--- src/verilog/e1_perf_pkg.sv ---
package e1_perf_pkg;

   // ----------------------------------------------------------------
   // register indices (byte address is four times the index)
   // ----------------------------------------------------------------
   localparam logic [5:0] IDX_VIOL_HIGH = 6'h00;
   localparam logic [5:0] IDX_VIOL_LOW = 6'h01;
   localparam logic [5:0] IDX_FAS_CRC_HIGH = 6'h02;
   localparam logic [5:0] IDX_CRC_LOW = 6'h03;
   localparam logic [5:0] IDX_FAS_EBIT_MID = 6'h04;
   localparam logic [5:0] IDX_EBIT_LOW = 6'h05;
   localparam logic [5:0] IDX_EVENT_MASK = 6'h17;
   localparam logic [5:0] IDX_CONTROL = 6'h18;
   localparam logic [5:0] IDX_STATUS = 6'h19;
   localparam int ADDR_W = 8;

   // ----------------------------------------------------------------
   // field positions and reset values
   // ----------------------------------------------------------------
   localparam int CTRL_INTERVAL_BIT = 7;
   localparam int CTRL_MODE_BIT = 6;
   localparam int CTRL_HDB3_BIT = 2;
   localparam int EV_RX_CAS_MF = 7;
   localparam int EV_RX_ALIGN = 6;
   localparam int EV_TX_MF = 5;
   localparam int EV_TIMER = 4;
   localparam int EV_TX_ALIGN = 3;
   localparam int EV_TX_CLK_LOSS = 2;
   localparam int EV_RX_CRC_MF = 1;
   localparam int EV_TX_SLIP = 0;
   localparam logic [7:0] MASK_RESET = 8'h00;
   localparam logic [7:0] CONTROL_RESET = 8'h00;

   // ----------------------------------------------------------------
   // counter widths and bus answers
   // ----------------------------------------------------------------
   localparam int VIOL_W = 16;
   localparam int CRC_W = 10;
   localparam int EBIT_W = 10;
   localparam int FAS_W = 12;
   localparam logic [1:0] RESP_OKAY = 2'h0;
   localparam logic [1:0] RESP_SLVERR = 2'h2;

   // ----------------------------------------------------------------
   // interval timing
   // ----------------------------------------------------------------
   localparam int CLK_PERIOD_NS = 10;
   localparam int LONG_INTERVAL_US = 1000000;
   localparam int SHORT_INTERVAL_US = 62500;
   localparam int LONG_INTERVAL_CYCLES = LONG_INTERVAL_US * 1000 / CLK_PERIOD_NS;
   localparam int SHORT_INTERVAL_CYCLES = SHORT_INTERVAL_US * 1000 / CLK_PERIOD_NS;

endpackage

--- src/verilog/e1_perf_counters.sv ---
// Local design decision: register access over AXI4-Lite.
module e1_perf_counters #(
   parameter int LONG_CYCLES = e1_perf_pkg::LONG_INTERVAL_CYCLES,
   parameter int SHORT_CYCLES = e1_perf_pkg::SHORT_INTERVAL_CYCLES
) (
   // clock and reset
   input wire logic aclk,
   input wire logic aresetn,
   // axi4-lite write
   input wire logic [e1_perf_pkg::ADDR_W-1:0] awaddr,
   input wire logic awvalid,
   output logic awready,
   input wire logic [31:0] wdata,
   input wire logic [3:0] wstrb,
   input wire logic wvalid,
   output logic wready,
   output logic [1:0] bresp,
   output logic bvalid,
   input wire logic bready,
   // axi4-lite read
   input wire logic [e1_perf_pkg::ADDR_W-1:0] araddr,
   input wire logic arvalid,
   output logic arready,
   output logic [31:0] rdata,
   output logic [1:0] rresp,
   output logic rvalid,
   input wire logic rready,
   // receive line decoder, one strobe per bit
   input wire logic bit_strobe,
   input wire logic mark_pos,
   input wire logic mark_neg,
   // receive framer
   input wire logic crc_error,
   input wire logic e_bit_strobe,
   input wire logic e_bit_value,
   input wire logic fas_error,
   input wire logic frame_sync_lost,
   input wire logic crc_mf_sync_lost,
   // other status events, one-cycle pulses
   input wire logic rx_cas_multiframe_event,
   input wire logic rx_align_frame_event,
   input wire logic tx_multiframe_event,
   input wire logic tx_align_frame_event,
   input wire logic tx_clock_loss_event,
   input wire logic rx_crc_multiframe_event,
   input wire logic tx_elastic_slip_event,
   // interrupt
   output logic irq
);
   import e1_perf_pkg::*;

   logic [7:0] mask_q, control_q, status_q, status_d, set_vec;
   logic [31:0] tmr_q;
   logic tick, interval_sel, count_mode, hdb3_en;
   logic last_pol_q, have_mark_q, last_bpv_pol_q, have_bpv_q;
   logic [2:0] zeros_q;
   logic mark, bpv, hdb3_sub, cv, viol_event, crc_event, ebit_event, fas_event;
   logic [VIOL_W-1:0] viol_run_q, viol_rd_q;
   logic [CRC_W-1:0] crc_run_q, crc_rd_q;
   logic [EBIT_W-1:0] ebit_run_q, ebit_rd_q;
   logic [FAS_W-1:0] fas_run_q, fas_rd_q;
   logic aw_full_q, w_full_q, do_wr;
   logic [5:0] wr_idx, rd_idx;
   logic [7:0] wr_byte;
   logic rd_hit;
   logic [7:0] rd_byte;

   assign interval_sel = control_q[CTRL_INTERVAL_BIT];
   assign count_mode = control_q[CTRL_MODE_BIT];
   assign hdb3_en = control_q[CTRL_HDB3_BIT];

   // ----------------------------------------------------------------
   // interval timer
   // ----------------------------------------------------------------
   // a change of interval select takes effect at the current count
   assign tick = interval_sel ? (tmr_q >= 32'(SHORT_CYCLES - 1))
                              : (tmr_q >= 32'(LONG_CYCLES - 1));

   always_ff @(posedge aclk) begin
      if (!aresetn) begin
         tmr_q <= 32'h0;
      end else if (tick) begin
         tmr_q <= 32'h0;
      end else begin
         tmr_q <= tmr_q + 32'h1;
      end
   end

   // ----------------------------------------------------------------
   // violation detection
   // ----------------------------------------------------------------
   // pos wins if the decoder ever flags both polarities at once
   assign mark = mark_pos | mark_neg;
   assign bpv = bit_strobe & mark & have_mark_q & (mark_pos == last_pol_q);
   // 000V or B00V: violation after three or two spaces is a substitution
   assign hdb3_sub = hdb3_en & ((zeros_q == 3'h3) | (zeros_q == 3'h2));
   assign cv = bpv & have_bpv_q & (mark_pos == last_bpv_pol_q);
   assign viol_event = count_mode ? cv : (bpv & ~hdb3_sub);

   // mark polarity and space run tracking
   always_ff @(posedge aclk) begin
      if (!aresetn) begin
         last_pol_q <= 1'b0;
         have_mark_q <= 1'b0;
         zeros_q <= 3'h0;
      end else if (bit_strobe) begin
         if (mark) begin
            last_pol_q <= mark_pos;
            have_mark_q <= 1'b1;
            zeros_q <= 3'h0;
         end else if (zeros_q != 3'h7) begin
            zeros_q <= zeros_q + 3'h1;
         end
      end
   end

   // polarity of the previous bipolar violation
   always_ff @(posedge aclk) begin
      if (!aresetn) begin
         last_bpv_pol_q <= 1'b0;
         have_bpv_q <= 1'b0;
      end else if (bpv) begin
         last_bpv_pol_q <= mark_pos;
         have_bpv_q <= 1'b1;
      end
   end

   // ----------------------------------------------------------------
   // running counters and snapshots
   // ----------------------------------------------------------------
   assign crc_event = crc_error & ~frame_sync_lost & ~crc_mf_sync_lost;
   assign ebit_event = e_bit_strobe & ~e_bit_value
                       & ~frame_sync_lost & ~crc_mf_sync_lost;
   assign fas_event = fas_error & ~frame_sync_lost;

   // an event on the boundary cycle opens the next interval, so none is lost
   always_ff @(posedge aclk) begin
      if (!aresetn) begin
         viol_run_q <= '0;
         viol_rd_q <= '0;
      end else if (tick) begin
         viol_rd_q <= viol_run_q;
         viol_run_q <= VIOL_W'(viol_event);
      end else if (viol_event && viol_run_q != '1) begin
         viol_run_q <= viol_run_q + 16'h0001;
      end
   end

   // CRC4 word errors cannot reach the top in one second
   always_ff @(posedge aclk) begin
      if (!aresetn) begin
         crc_run_q <= '0;
         crc_rd_q <= '0;
      end else if (tick) begin
         crc_rd_q <= crc_run_q;
         crc_run_q <= CRC_W'(crc_event);
      end else if (crc_event) begin
         crc_run_q <= crc_run_q + 10'h001;
      end
   end

   // far-end block errors from E bits
   always_ff @(posedge aclk) begin
      if (!aresetn) begin
         ebit_run_q <= '0;
         ebit_rd_q <= '0;
      end else if (tick) begin
         ebit_rd_q <= ebit_run_q;
         ebit_run_q <= EBIT_W'(ebit_event);
      end else if (ebit_event) begin
         ebit_run_q <= ebit_run_q + 10'h001;
      end
   end

   // frame alignment word errors
   always_ff @(posedge aclk) begin
      if (!aresetn) begin
         fas_run_q <= '0;
         fas_rd_q <= '0;
      end else if (tick) begin
         fas_rd_q <= fas_run_q;
         fas_run_q <= FAS_W'(fas_event);
      end else if (fas_event) begin
         fas_run_q <= fas_run_q + 12'h001;
      end
   end

   // ----------------------------------------------------------------
   // events, status and interrupt
   // ----------------------------------------------------------------
   assign set_vec = {rx_cas_multiframe_event, rx_align_frame_event, tx_multiframe_event,
                     tick, tx_align_frame_event, tx_clock_loss_event,
                     rx_crc_multiframe_event, tx_elastic_slip_event};

   // write one to clear; a set on the same cycle wins
   always_comb begin
      status_d = status_q;
      if (do_wr && wr_idx == IDX_STATUS && awaddr_q[1:0] == 2'h0) begin
         status_d = status_d & ~wr_byte;
      end
      status_d = status_d | set_vec;
   end

   always_ff @(posedge aclk) begin
      if (!aresetn) begin
         status_q <= 8'h00;
      end else begin
         status_q <= status_d;
      end
   end

   assign irq = |(status_q & mask_q);

   // ----------------------------------------------------------------
   // axi4-lite write side
   // ----------------------------------------------------------------
   logic [ADDR_W-1:0] awaddr_q;
   logic [31:0] wdata_q;
   logic [3:0] wstrb_q;

   assign awready = ~aw_full_q & ~bvalid;
   assign wready = ~w_full_q & ~bvalid;
   assign do_wr = aw_full_q & w_full_q & ~bvalid;
   assign wr_idx = awaddr_q[7:2];
   // only the low byte lane carries register data
   assign wr_byte = wstrb_q[0] ? wdata_q[7:0] : 8'h00;

   // address and data are taken in either order
   always_ff @(posedge aclk) begin
      if (!aresetn) begin
         aw_full_q <= 1'b0;
         w_full_q <= 1'b0;
         awaddr_q <= '0;
         wdata_q <= 32'h0;
         wstrb_q <= 4'h0;
      end else begin
         if (awvalid && awready) begin
            aw_full_q <= 1'b1;
            awaddr_q <= awaddr;
         end else if (do_wr) begin
            aw_full_q <= 1'b0;
         end
         if (wvalid && wready) begin
            w_full_q <= 1'b1;
            wdata_q <= wdata;
            wstrb_q <= wstrb;
         end else if (do_wr) begin
            w_full_q <= 1'b0;
         end
      end
   end

   // write response; counts are read-only and accept writes silently
   always_ff @(posedge aclk) begin
      if (!aresetn) begin
         bvalid <= 1'b0;
         bresp <= RESP_OKAY;
      end else if (do_wr) begin
         bvalid <= 1'b1;
         bresp <= (awaddr_q[1:0] == 2'h0 && (wr_idx <= IDX_EBIT_LOW
                   || (wr_idx >= IDX_EVENT_MASK && wr_idx <= IDX_STATUS)))
                  ? RESP_OKAY : RESP_SLVERR;
      end else if (bready) begin
         bvalid <= 1'b0;
      end
   end

   // mask and control registers
   always_ff @(posedge aclk) begin
      if (!aresetn) begin
         mask_q <= MASK_RESET;
         control_q <= CONTROL_RESET;
      end else if (do_wr && wstrb_q[0] && awaddr_q[1:0] == 2'h0) begin
         if (wr_idx == IDX_EVENT_MASK) begin
            mask_q <= wdata_q[7:0];
         end
         if (wr_idx == IDX_CONTROL) begin
            control_q <= wdata_q[7:0];
         end
      end
   end

   // ----------------------------------------------------------------
   // axi4-lite read side
   // ----------------------------------------------------------------
   assign arready = ~rvalid;
   assign rd_idx = araddr[7:2];

   // shared bytes pack two counters, as the host expects
   always_comb begin
      rd_hit = araddr[1:0] == 2'h0;
      unique case (rd_idx)
         IDX_VIOL_HIGH: rd_byte = viol_rd_q[15:8];
         IDX_VIOL_LOW: rd_byte = viol_rd_q[7:0];
         IDX_FAS_CRC_HIGH: rd_byte = {fas_rd_q[11:6], crc_rd_q[9:8]};
         IDX_CRC_LOW: rd_byte = crc_rd_q[7:0];
         IDX_FAS_EBIT_MID: rd_byte = {fas_rd_q[5:0], ebit_rd_q[9:8]};
         IDX_EBIT_LOW: rd_byte = ebit_rd_q[7:0];
         IDX_EVENT_MASK: rd_byte = mask_q;
         IDX_CONTROL: rd_byte = control_q;
         IDX_STATUS: rd_byte = status_q;
         default: begin
            rd_byte = 8'h00;
            rd_hit = 1'b0;
         end
      endcase
   end

   always_ff @(posedge aclk) begin
      if (!aresetn) begin
         rvalid <= 1'b0;
         rdata <= 32'h0;
         rresp <= RESP_OKAY;
      end else if (arvalid && arready) begin
         rvalid <= 1'b1;
         rdata <= {24'h0, rd_byte};
         rresp <= rd_hit ? RESP_OKAY : RESP_SLVERR;
      end else if (rready) begin
         rvalid <= 1'b0;
      end
   end
endmodule

--- config.mk ---
export PLATFORM = sky130hd
export DESIGN_NAME = e1_perf_counters
export DESIGN_NICKNAME = d
export VERILOG_FILES = /design/src/verilog/e1_perf_pkg.sv /design/src/verilog/e1_perf_counters.sv
export SDC_FILE = /design/constraint.sdc
export NUM_CORES = 1
export LEC_CHECK = 0
export ABC_AREA = 1
export BUFFER_PORTS_ARGS = -buffer_cell sky130_fd_sc_hd__buf_2
export CORE_MARGIN = 1
export CORE_UTILIZATION = 25
export CTS_CLUSTER_SIZE = 14
export DETAILED_ROUTE_END_ITERATION = 10
export MAX_ROUTING_LAYER = met4
export PLACE_DENSITY_LB_ADDON = 0.08
export SLEW_MARGIN = 25
export SYNTH_ARGS = -nofsm -noshare
export SYNTH_HDL_FRONTEND = slang
export SYNTH_SLANG_ARGS = --single-unit
--- constraint.sdc ---
create_clock -name aclk -period 2.1 [get_ports aclk]
set_clock_uncertainty 0.1 [all_clocks]
set_input_delay 0 -clock aclk [delete_from_list [all_inputs] [get_ports aclk]]
set_output_delay 0 -clock aclk [all_outputs]
set_load 0.01 [all_outputs]
==> flow_summary.ini <==
[run_status]
status = finished with violations
failed_checks = design-rule violations

[die]
num_rows = 69
start_util_pct = 25.5
die-area_sq_um = 37100
die_h_microns = 193
ios = 117
core_area_sq_um = 35700
die_w_microns = 193

[setup_path]
r2r-start = w_full_q$_SDFFE_PN0P_
crit_chain = nor2_2, nand3_1, dlygate4sd3_1, a21oi_2, dlygate4sd3_1
worst_r2r_endpoint = wstrb_q[0]$_SDFFE_PN0P_
critPathSlowestCell = dlygate4sd3_1
r2r_cells = 5
path_max_fanout = 3
cp_top_family = buffers and inverters
worstPathArrival_ns = 2.25
startpoint = w_full_q$_SDFFE_PN0P_
path_class = reg -> reg
slowest_delay_ns = 0.58
reg2reg_setup_slack_ns = 0.13
crit_top_cell = dlygate4sd3_1
cp.required_ns = 2.38
critPathBufInv = 2
cp.depth = 5
cp-start-kind = register
end_kind = register

[place]
port_buffers = 63
dp_cells = 1848
place_hpwl_mm = 18.6
place_congestion = 0.799

[clocking]
cts_setup_buffers = 0
htree_levels = 4
clock-root-buffer = clkbuf_16
cts_sinks = 190
cts_made_buffers = 17
cts_tree = built
cts.clk_slew.worst_paths_ns = 0.08
clk_latency_ns = 0.44
cts.path.max_buffers = 2

[job]
maxCapViolations = 0

[timing]
fmax_mhz = 509
min_period_ns = 1.97
finalHoldWorstSlack_ns = 0.0296
hold_violations = 0
post-route-period-util_pct = 93.6
setup_viol = 0
relSlewSlack_pct = 61.6
tightest_slew_ns = 0.573
final.setup.tns_ns = 0
slew_viol_final = 0

[grt]
grt-ovfl-total = 0
antenna_found_initial = 0
first_global_vias = 7821
grt_pass1_wl_mm = 40.7
grt_use_total_pct = 14.5
grt_max_degree = 48

[logic_synthesis]
synth_cell_types = 44
syn_inst = 1315
synth-async-reset-ratio_pct = 0
ys.flop_type = dfxtp_1
synth-seq-cells = 190
yosys_warnings = 0
synth_edf_count = 0
syn_area_sq_um = 9080
seq_area_frac_synth_pct = 41.9
syn_avg_cell_area_sq_um = 6.91

[worst_hold_path]
hold_end = rresp[1]$_SDFFE_PN0P_
hold_depth = 6
worstHoldPathType = in -> reg
hp-start = araddr[5]

[power_and_ir_drop]
swShare_pct = 25.8
combPwrFrac_pct = 6.4
vdd_drop_max_v = 0.000463
p_sw_mw = 1.93
p_per_area_nw_per_um2 = 666
p_clk_share_pct = 43.8
p_leak_nw = 4.68
intPower_mw = 5.54
seqPwrFrac_pct = 49.8

[drt]
first_pass_iters = 9
wl_per_cell_microns = 13.2
dr_total_vias = 8244
drt-vias-per-instance = 4.28
ant_nets = 0
drc = 19
routed_wl_mm = 25.5
drt_iter0_markers = 383

[final_layout]
fin_cells = 1928
drive_gt1_share_pct = 12.0
n_antenna_cell = 0
nNetsFinal = 1538
area_growth_pct = 23.6
-- power groups by stage --
stage	sequential, mW	combinational [mW]	clock [mW]
after floorplan	3.79	0.301	0
after global placement	3.81	0.410	0
after detailed placement	3.81	0.410	0
after CTS	3.73	0.477	3.42
after global routing	3.74	0.548	3.52
final	3.72	0.478	3.27
-- cells in the mapped netlist, types with 2 or more instances --
cell type / instances / area share (%)
nor2_1: 252 / 10
nand2_1: 250 / 10
dfxtp_1: 190 / 42
inv_1: 150 / 6.2
nand3_1: 83 / 4.6
a21oi_1: 80 / 4.4
o21ai_0: 69 / 3.8
buf_4: 28 / 2.3
nor3_1: 28 / 1.5
o21ai_1: 26 / 1.4
xor2_1: 21 / 2.0
nand4_1: 19 / 1.3
clkbuf_1: 18 / 0.74
xnor2_1: 12 / 1.2
buf_2: 10 / 0.55
a211oi_1: 9 / 0.74
ha_1: 9 / 1.2
buf_6: 7 / 0.87
nand3b_1: 5 / 0.41
o21a_1: 5 / 0.41
nand2_2: 4 / 0.28
nor4_1: 4 / 0.28
or2_2: 4 / 0.28
clkinv_1: 3 / 0.12
nor2_2: 3 / 0.21
nor2_4: 3 / 0.37
nor3_2: 3 / 0.33
a221oi_1: 2 / 0.19
and2_1: 2 / 0.14
and3_1: 2 / 0.14
-- sequential cells by signal, summed over array words and instances (netlist names), 3 cells and up --
signal and cells:
ebit_rd_q 10, ebit_run_q 10, tmr_q 32, fas_rd_q 12, crc_run_q 10, viol_run_q 16
wdata_q 8, awaddr_q 8, crc_rd_q 10, viol_rd_q 16, mask_q 8, rdata 8
zeros_q 3, status_q 8, fas_run_q 12, control_q 8
-- per-stage QoR --
step                      worst slack, ns  total power, mW  cell area [sq um]  util, %
final                               0.133             7.47              11200     31.5
after global routing             -0.00316             7.81              11200     31.5
after CTS                          0.0542             7.62              11100     31.2
after detailed placement           0.0843             4.22              10100     28.3
after global placement             0.0715             4.22              10100     28.3
after floorplan                     0.335             4.10               9200        -
-- worst min-delay path: stages --
cell      delay [ns]
buf_2           0.12
nand4_1         0.10
nand4_1         0.13
nand3_1         0.07
o211ai_1        0.08
inv_1           0.04
-- what timing repair did --
action                     CTS  global route
hold endpoints to repair    53             0
resized for setup            0            18
hold buffers                46             0
setup endpoints to repair    0            25
-- how the worst max path moves through the flow --
stage                                            end
after CTS                  crc_run_q[9]$_SDFFE_PP0P_
after detailed placement  viol_run_q[7]$_SDFFE_PP0P_
final                        wstrb_q[0]$_SDFFE_PN0P_
after global placement    viol_run_q[7]$_SDFFE_PP0P_
after global routing       crc_run_q[8]$_SDFFE_PP0P_
after floorplan            fas_run_q[0]$_SDFFE_PN0P_
-- cell families (layout without fill, tap and decap cells) --
| kind of cell | Yosys count | in the layout | synth area share, % |
|---|---|---|---|
| buffers and inverters | 219 | 341 | 10.9 |
| other | 1 | 31 | 0.0413 |
| and+or+nand+nor | 669 | 669 | 31.5 |
| xor gates and xnor gates | 33 | 33 | 3.18 |
| adders and majority gates | 9 | 9 | 1.24 |
| DFF | 190 | 190 | 41.9 |
| AOI/OAI and AO/OA | 194 | 194 | 11.2 |
-- routing by layer --
metal	GRT usage [%]	vias up	part of all wire [%]
met4	4.12	0	1.2
li1	-	4421	-
met3	2.38	19	2.5
met1	19.5	3727	51
met2	22.1	77	45
met5	-	-	0
-- cell usage in the layout, fill, tap and decap left out, drive strengths merged, types with 19 or more instances in the layout --
cell,count
nor2,258
nand2,255
dfxtp,190
inv,159
buf,106
o21ai,95
nand3,85
a21oi,80
dlygate4sd3,46
conb,31
nor3,31
xor2,21
nand4,19
clkbuf,19
-- cell type report --
class	count	area (sq um)
Timing Repair Buffer	154	1220
Clock inverter	15	149
Tap cell	461	577
Inverter	155	583
Sequential cell	190	3810
Multi-Input combinational cell	936	4460
Fill cell	4019	24400
Clock buffer	17	425
Power figures use the tool's default switching activity.
